$ cat config.mk
export PLATFORM = sky130hd
export DESIGN_NAME = orsq_top
export DESIGN_NICKNAME = d
export VERILOG_FILES = /design/src/orsq_step_timer.v /design/src/orsq_top.v
export VERILOG_INCLUDE_DIRS = /design/src
export SDC_FILE = /design/constraint.sdc
export NUM_CORES = 1
export LEC_CHECK = 0
export ABC_AREA = 1
export BUFFER_PORTS_ARGS = -buffer_cell sky130_fd_sc_hd__buf_2
export CAP_MARGIN = 0
export CORE_ASPECT_RATIO = 1.2
export CORE_UTILIZATION = 50
export DETAILED_ROUTE_END_ITERATION = 10
export GPL_ROUTABILITY_DRIVEN = 0
export PLACE_DENSITY = 0.76
export SYNTH_ARGS = -nofsm -noshare
export SYNTH_HDL_FRONTEND = slang
export SYNTH_SLANG_ARGS = --single-unit
$ cat constraint.sdc
create_clock -name CLK_I -period 2.1 [get_ports CLK_I]
set_input_delay 0.315 -clock CLK_I [delete_from_list [all_inputs] [get_ports CLK_I]]
set_output_delay 0.315 -clock CLK_I [all_outputs]
set_load 0.01 [all_outputs]
$ cat src/orsq_consts.vh
`ifndef ORSQ_CONSTS_VH
`define ORSQ_CONSTS_VH
// Source bit positions
`define ORSQ_SRC_LPK      0
`define ORSQ_SRC_PDN      1
`define ORSQ_SRC_WDG      2
`define ORSQ_SRC_THM      3
`define ORSQ_SRC_RSTIN    4
`define ORSQ_SRC_SWRST    5
`define ORSQ_SRC_LOWV     6
`define ORSQ_SRC_ADC      7
// Reset values
`define ORSQ_SCOPE_RST    8'h7d
`define ORSQ_RESTART_RST  8'h34
`define ORSQ_DLY_RST      2'h0
`define ORSQ_AUTOON_RST   1'b0
`define ORSQ_WDHOLD_RST   1'b1
`define ORSQ_PDFAST_RST   1'b0
`define ORSQ_THFAST_RST   1'b0
// Timing
`define ORSQ_STEP_CYC     16'h0010
`define ORSQ_FAST_CYC     16'h0001
`define ORSQ_DLY_UNIT_CYC 16'h0400
`endif

$ cat src/orsq_step_timer.v
`timescale 1ns/1ps
module orsq_step_timer #(
  parameter WIDTH = 16
) (
  input  wire             clk_i,   // Clock
  input  wire             rstn_i,  // Async reset, low
  input  wire             start_i, // Load and run
  input  wire [WIDTH-1:0] load_i,  // Cycles to count
  output wire             done_o   // Expired, level
);
  reg [WIDTH-1:0] cnt;
  always @(posedge clk_i or negedge rstn_i) begin
    if (!rstn_i) begin
      cnt <= {WIDTH{1'b0}};
    end else if (start_i) begin
      cnt <= load_i;
    end else if (cnt != {WIDTH{1'b0}}) begin
      cnt <= cnt - {{(WIDTH-1){1'b0}}, 1'b1};
    end
  end
  assign done_o = (cnt == {WIDTH{1'b0}}) & ~start_i;
endmodule

$ cat src/orsq_top.v
// Operation
// - Full-reset request from ACTIVE/SLEEP goes OFF
// - Non-full request resets only switchoff domain
// - Regulator level and mode in switchoff domain
// - Eight reset-scope bits, one selects full
// - Scope defaults: powerdown, converter switchoff only
// - Shutdown request sequences off, stays OFF
// - Cold restart returns ACTIVE unless gated
// - Eight restart bits; watchdog, resetin, software cold
// - ON request in OFF runs enable sequence
// - OFF request in ACTIVE runs disable sequence
// - Sequences drive regulators, GPIOs, enables automatically
// - Switchoff delay holds enables on in DELAY; default none
// - Auto-on sets device-on after startup
// - Watchdog hold in SLEEP, default on
// - Powerdown fast-off zero means sequenced off
// - Thermal fast-off zero means sequenced off
// - Low supply forces BACKUP from any state
`timescale 1ns/1ps
`include "orsq_consts.vh"
module orsq_top #(
  parameter NRES      = 8,                  // Sequenced resources
  parameter DLY_UNIT  = `ORSQ_DLY_UNIT_CYC  // Cycles per delay step
) (
  input  wire            CLK_I,            // 40 MHz clock
  input  wire            RSTN_I,           // Async reset, low
  input  wire [7:0]      OFF_REQ_I,        // OFF request pulses per source
  input  wire            ON_REQ_I,         // ON request pulse
  input  wire            ON_GATE_I,        // ON gating condition present
  input  wire            SLEEP_REQ_I,      // Enter SLEEP level
  input  wire            LOW_SUPPLY_I,     // Supply below threshold, pin
  input  wire            SUPPLY_OK_I,      // Supply above threshold, pin
  input  wire            DEVICE_ON_CLR_I,  // Software clear of device-on
  input  wire            CFG_WE_I,         // Config write strobe
  input  wire [7:0]      SCOPE_WDATA_I,    // Reset-scope bits
  input  wire [7:0]      RESTART_WDATA_I,  // Restart-select bits
  input  wire [1:0]      DLY_WDATA_I,      // Switchoff delay field
  input  wire [3:0]      OPT_WDATA_I,      // Auto-on, wd hold, pd fast, th fast
  output wire [7:0]      SCOPE_O,          // Reset-scope readback
  output wire [7:0]      RESTART_O,        // Restart-select readback
  output wire [1:0]      DLY_O,            // Switchoff delay readback
  output wire [3:0]      OPT_O,            // Options readback
  output reg  [2:0]      STATE_O,          // Power state
  output reg  [NRES-1:0] RES_EN_O,         // Resource enables
  output reg  [NRES-1:0] RES_SLEEP_O,      // Resource sleep modes
  output reg             DEVICE_ON_O,      // Device-on bit
  output reg             FULL_RST_O,       // Full reset pulse
  output reg             SWOFF_RST_O,      // Switchoff-domain reset pulse
  output reg             WDT_RUN_O,        // Watchdog may count
  output reg  [7:0]      ACTIVE_SRC_O      // Latched OFF source
);
  // ****************************************
  // States
  // ****************************************
  localparam ST_BACKUP = 3'h0;
  localparam ST_OFF    = 3'h1;
  localparam ST_ON_SEQ = 3'h2;
  localparam ST_ACTIVE = 3'h3;
  localparam ST_SLEEP  = 3'h4;
  localparam ST_DELAY  = 3'h5;
  localparam ST_OFFSEQ = 3'h6;
  localparam ST_RESET  = 3'h7;

  // ****************************************
  // Supply pin synchronisers
  // ****************************************
  reg [2:0] low_sync;
  reg [2:0] ok_sync;
  reg       low_supply;
  reg       supply_ok;
  always @(posedge CLK_I or negedge RSTN_I) begin
    if (!RSTN_I) begin
      low_sync   <= 3'h7;
      ok_sync    <= 3'h0;
      low_supply <= 1'b1;
      supply_ok  <= 1'b0;
    end else begin
      low_sync <= {low_sync[1:0], LOW_SUPPLY_I};
      ok_sync  <= {ok_sync[1:0], SUPPLY_OK_I};
      if (low_sync[2] == low_sync[1]) begin
        low_supply <= low_sync[2];
      end
      if (ok_sync[2] == ok_sync[1]) begin
        supply_ok <= ok_sync[2];
      end
    end
  end

  // ****************************************
  // Configuration registers
  // ****************************************
  reg [7:0] scope;
  reg [7:0] restart;
  reg [1:0] dly;
  reg [3:0] opt;
  always @(posedge CLK_I or negedge RSTN_I) begin
    if (!RSTN_I) begin
      scope   <= `ORSQ_SCOPE_RST;
      restart <= `ORSQ_RESTART_RST;
      dly     <= `ORSQ_DLY_RST;
      opt     <= {`ORSQ_THFAST_RST, `ORSQ_PDFAST_RST,
                  `ORSQ_WDHOLD_RST, `ORSQ_AUTOON_RST};
    end else if (FULL_RST_O) begin
      scope   <= `ORSQ_SCOPE_RST;
      restart <= `ORSQ_RESTART_RST;
      dly     <= `ORSQ_DLY_RST;
      opt     <= {`ORSQ_THFAST_RST, `ORSQ_PDFAST_RST,
                  `ORSQ_WDHOLD_RST, `ORSQ_AUTOON_RST};
    end else if (CFG_WE_I) begin
      scope   <= SCOPE_WDATA_I;
      restart <= RESTART_WDATA_I;
      dly     <= DLY_WDATA_I;
      opt     <= OPT_WDATA_I;
    end
  end
  assign SCOPE_O   = scope;
  assign RESTART_O = restart;
  assign DLY_O     = dly;
  assign OPT_O     = opt;

  wire auto_on = opt[0];
  wire wd_hold = opt[1];
  wire pd_fast = opt[2];
  wire th_fast = opt[3];

  // ****************************************
  // Request arbitration
  // ****************************************
  reg [7:0] first_req;
  integer   k;
  always @* begin
    first_req = 8'h00;
    for (k = 7; k >= 0; k = k - 1) begin
      if (OFF_REQ_I[k]) begin
        first_req = 8'h00;
        first_req[k] = 1'b1;
      end
    end
  end
  wire req_any  = |OFF_REQ_I;
  wire is_full  = |(first_req & scope);
  wire is_cold  = |(first_req & restart);
  wire fast_off = (first_req[`ORSQ_SRC_PDN] & pd_fast) |
                  (first_req[`ORSQ_SRC_THM] & th_fast);

  // ****************************************
  // Sequencer
  // ****************************************
  reg  [2:0]  state;
  reg  [2:0]  step;
  reg         lat_full;
  reg         lat_cold;
  reg         from_sleep;
  reg         tmr_start;
  reg  [15:0] tmr_load;
  wire        tmr_done;
  wire [15:0] dly_cyc = DLY_UNIT[15:0] * {14'h0000, dly};
  wire [2:0]  last    = NRES[2:0] - 3'h1;

  orsq_step_timer #(.WIDTH(16)) u_tmr (
    .clk_i   (CLK_I),
    .rstn_i  (RSTN_I),
    .start_i (tmr_start),
    .load_i  (tmr_load),
    .done_o  (tmr_done)
  );

  always @(posedge CLK_I or negedge RSTN_I) begin
    if (!RSTN_I) begin
      state        <= ST_BACKUP;
      step         <= 3'h0;
      lat_full     <= 1'b0;
      lat_cold     <= 1'b0;
      from_sleep   <= 1'b0;
      tmr_start    <= 1'b0;
      tmr_load     <= 16'h0000;
      RES_EN_O     <= {NRES{1'b0}};
      RES_SLEEP_O  <= {NRES{1'b0}};
      DEVICE_ON_O  <= 1'b0;
      FULL_RST_O   <= 1'b0;
      SWOFF_RST_O  <= 1'b0;
      ACTIVE_SRC_O <= 8'h00;
    end else begin
      tmr_start   <= 1'b0;
      FULL_RST_O  <= 1'b0;
      SWOFF_RST_O <= 1'b0;
      if (DEVICE_ON_CLR_I) begin
        DEVICE_ON_O <= 1'b0;
      end
      if (low_supply && state != ST_BACKUP) begin
        state       <= ST_BACKUP;
        RES_EN_O    <= {NRES{1'b0}};
        RES_SLEEP_O <= {NRES{1'b0}};
        DEVICE_ON_O <= 1'b0;
      end else begin
        case (state)
          ST_BACKUP: begin
            if (supply_ok && !low_supply) begin
              state <= ST_OFF;
            end
          end
          ST_OFF: begin
            if ((ON_REQ_I || lat_cold) && !ON_GATE_I) begin
              lat_cold  <= 1'b0;
              step      <= 3'h0;
              tmr_start <= 1'b1;
              tmr_load  <= `ORSQ_STEP_CYC;
              state     <= ST_ON_SEQ;
            end
          end
          ST_ON_SEQ: begin
            if (tmr_done) begin
              RES_EN_O[step] <= 1'b1;
              if (step == last) begin
                state <= ST_ACTIVE;
                if (auto_on) begin
                  DEVICE_ON_O <= 1'b1;
                end
              end else begin
                step      <= step + 3'h1;
                tmr_start <= 1'b1;
                tmr_load  <= `ORSQ_STEP_CYC;
              end
            end
          end
          ST_ACTIVE, ST_SLEEP: begin
            if (req_any) begin
              ACTIVE_SRC_O <= first_req;
              lat_full     <= is_full;
              lat_cold     <= is_cold;
              from_sleep   <= (state == ST_SLEEP);
              step         <= last;
              tmr_start    <= 1'b1;
              if (state == ST_ACTIVE && dly != 2'h0 && !fast_off) begin
                tmr_load <= dly_cyc;
                state    <= ST_DELAY;
              end else begin
                tmr_load <= fast_off ? `ORSQ_FAST_CYC : `ORSQ_STEP_CYC;
                state    <= ST_OFFSEQ;
              end
            end else if (state == ST_ACTIVE && SLEEP_REQ_I) begin
              RES_SLEEP_O <= RES_EN_O;
              state       <= ST_SLEEP;
            end else if (state == ST_SLEEP && !SLEEP_REQ_I) begin
              RES_SLEEP_O <= {NRES{1'b0}};
              state       <= ST_ACTIVE;
            end
          end
          ST_DELAY: begin
            if (tmr_done) begin
              tmr_start <= 1'b1;
              tmr_load  <= `ORSQ_STEP_CYC;
              state     <= ST_OFFSEQ;
            end
          end
          ST_OFFSEQ: begin
            if (tmr_done) begin
              RES_EN_O[step]    <= 1'b0;
              RES_SLEEP_O[step] <= 1'b0;
              if (step == 3'h0) begin
                state <= ST_RESET;
              end else begin
                step      <= step - 3'h1;
                tmr_start <= 1'b1;
                tmr_load  <= `ORSQ_STEP_CYC;
              end
            end
          end
          ST_RESET: begin
            FULL_RST_O  <= lat_full;
            SWOFF_RST_O <= ~lat_full;
            DEVICE_ON_O <= 1'b0;
            state       <= ST_OFF;
          end
          default: begin
            state <= ST_BACKUP;
          end
        endcase
      end
    end
  end

  // ****************************************
  // Status outputs
  // ****************************************
  always @(posedge CLK_I or negedge RSTN_I) begin
    if (!RSTN_I) begin
      STATE_O   <= ST_BACKUP;
      WDT_RUN_O <= 1'b0;
    end else begin
      STATE_O   <= state;
      WDT_RUN_O <= (state == ST_ACTIVE) ||
                   (state == ST_SLEEP && !wd_hold);
    end
  end
endmodule

==> run metrics <==
hold_ws 0.0445 ns; pin count of the biggest net entering global routing 44; endpoint type of the worst setup path flop; run status finished clean; max frequency 512 MHz; Overall Global Routing Usage 0.254; clk_lat worst skew 0.37 ns; Avg Inst Size Synth 8.16 µm²; CP arrival 2.21 ns; die area 9710 µm²; relative slew slack 0.618; slowest stage cell, crit path dfrtp_1; FFs w/ async S/R, synth 1.00; Synth Instances 571; final worst path period share 0.930; delay-heaviest family, CP flip-flops; Max Root-Sink Buffers 2; total number of vias 4298; Syn Nets 613; pwr dens 1210 nW/µm²; final setup fails 0; Post-synth EDFFs 0; number of global-route vias before repair 4316; initial antenna violation count 0; Cell Area, Placed 5270 µm²; Hold WC Path Type in -> reg; Initial Util 0.516; yosys synthesis warning count 0; DPL Wire Length 8.82 mm; Layout Skew 0.0108 ns; element type at the critical path start flop; Tot Pwr 0.00662 W; # fillers 861; unique cell type count in the Yosys netlist 43; share of cells above drive strength 1 0.244; Peak supply drop 0.531 mV; top cells by area, synth dfrtp_1 41%, nand2_1 9.9%, dfstp_2 7.9%, nor2_1 5.0%, nand3_1 4.9%; Slew @ Worst Pin 0.573 ns; Hold Vio Cnt, Final 0; Clock Pin Slew Worst Setup and Hold Paths 0.08 ns; area of the multi-input gates 2050 µm²; WL/cell 14.5 µm; first-pass GRT wire length 19.6 mm; crit path time final 1.95 ns; Final Util 0.607; share of the synthesized area in the top cell type 0.408; # Max-Cap Violations 0; GR Overflow Total 0; total CTS buffers 9; Storage cell area 2270 µm²; sequential area share after synthesis 0.487; design area 5480 µm²; count of final max-slew check failures 0; CP cell instances nand2_2, nor2_2, inv_2, fa_1, xnor2_1, a21oi_1, o21ai_0, nand3_1, nand2_1; core area 9030 µm²; DR pass1 iterations 5; P_leak 2.84 nW; Die Wd 90.1 µm; Syn Std Cell Area 4660 µm²; WP data required 2.36 ns; CP max FO 9; Rows 38; Nets 712; H-tree Lvls 3; DRT iter0 DRCs 298; Setup TNS 0 ns; Remaining DRCs 0; I/O pin cnt 92; Synth area leader dfrtp_1; CTS tree built; slowest cell delay on critical path 0.56 ns; PortBufs 91; DRT antenna net count 0; Yosys reg bits 90; WL final 11.6 mm; CP Buf/Inv Count 1; RSZ-0062 raised after global routing no; critical path class reg -> reg; Diodes inserted 0; Post-synth top flop dfrtp_1; vias per cell 5.41; area grow syn2layout 17.6%; Die H 108 µm; Root Driver clkbuf_8; Clock Sinks 90
[kinds of logic after synthesis]
family	synth area share
and+or+nand+nor	0.290
xor gates and xnor gates	0.0169
AOI/OAI and AO/OA	0.119
buffers and inverters	0.0731
adders and majority gates	0.0140
DFF	0.487
[worst reg2reg max path, cell delays in order (launching register included)]
cell and delay (ns):
dfrtp_1 0.56, nand2_2 0.17, nor2_2 0.14, inv_2 0.06, fa_1 0.38, xnor2_1 0.16
a21oi_1 0.15, o21ai_0 0.10, nand3_1 0.09, nand2_1 0.05
[what timing repair did]
item / 4_1_cts / 5_1_grt
setup endpoints to repair: 0 / 1
resized for setup: 0 / 1
hold buffers: 1 / 0
buffers inserted: 0 / 0
hold endpoints to repair: 31 / 0
[cells in the final DEF, fill, tap and decap left out, drive strengths merged, types with 14 or more instances in the layout]
master  Yosys  layout
o21ai      39      39
nor2       70      70
nor3       20      20
buf         9     101
dfrtp      76      76
dfstp      14      14
a21oi      32      32
inv        67      67
nand3      51      51
nand4      16      16
nand2     129     129
[report_power, final]
group / switching, W / internal (W) / total, W
logic: 0.00189 / 0.000983 / 0.00287
clock network: 0.000609 / 0.000586 / 0.00119
registers: 0.000367 / 0.00218 / 0.00255
[through the flow]
| step | instances | setup slack (ns) |
|---|---|---|
| floorplan | 571 | 0.103 |
| global placement | 778 | 0.223 |
| detailed placement | 778 | 0.214 |
| CTS | 795 | 0.206 |
| global route | 795 | 0.00759 |
| finish | 795 | 0.147 |
[worst paths after layout]
| check | from | endpoint | slack [ns] | depth (start not counted) |
|---|---|---|---|---|
| worst max-delay path | state[1] | step[2] | 0.15 | 9 |
| worst min-delay path | LOW_SUPPLY_I | low_sync[0] | 0.04 | 1 |
| worst max register to register | state[1] | step[2] | 0.15 | 9 |
| worst min register to register | low_sync[0] | low_sync[1] | 0.35 | 0 |
| max in group asynchronous | RSTN_I | u_tmr.cnt[14] | 0.91 | 3 |
| min in group asynchronous | RSTN_I | ACTIVE_SRC_O[1] | 0.48 | 2 |
[sequential cells by signal (all words and copies together), names as in the netlist, 2 cells and up]
name          flops
u_tmr.cnt        16
ACTIVE_SRC_O      8
RESTART_O         8
RES_EN_O          8
RES_SLEEP_O       8
SCOPE_O           8
OPT_O             4
tmr_load          4
STATE_O           3
low_sync          3
ok_sync           3
state             3
step              3
DLY_O             2
[cell usage after synthesis, types with 2 or more instances]
master	n
inv_2	6
nand2_1	123
ha_1	2
buf_6	2
nor3b_1	3
nor3_1	19
nor2_1	62
nand4_1	16
a22o_1	6
clkbuf_1	4
nand2_4	2
dfrtp_1	76
o22a_1	6
nor2_4	3
a21oi_1	32
o21ai_2	7
nor4_1	2
maj3_1	2
buf_4	3
nand2_2	4
dfstp_2	14
xor2_1	8
nand3_2	4
nand3_1	46
buf_2	4
inv_1	61
nor2_2	5
o21ai_0	31
o22ai_1	4
[cell type report]
class,count,share of cell area
flip-flops and latches,90,0.414
multi-input cells,399,0.374
repair buffers,102,0.101
inverters,68,0.0466
well taps,120,0.0274
clock buffers,12,0.0265
clock inverters,4,0.00982
[routing by layer]
metal,vias to the layer above,global-route usage,wire length [µm],part of all wire
met5,-,0,0,0
met4,0,0.129,320,0.028
met3,26,0.0360,501,0.043
met2,139,0.436,5680,0.49
met1,2044,0.313,5050,0.44
li1,2089,-,-,-
(Power assumes the default switching activity.)
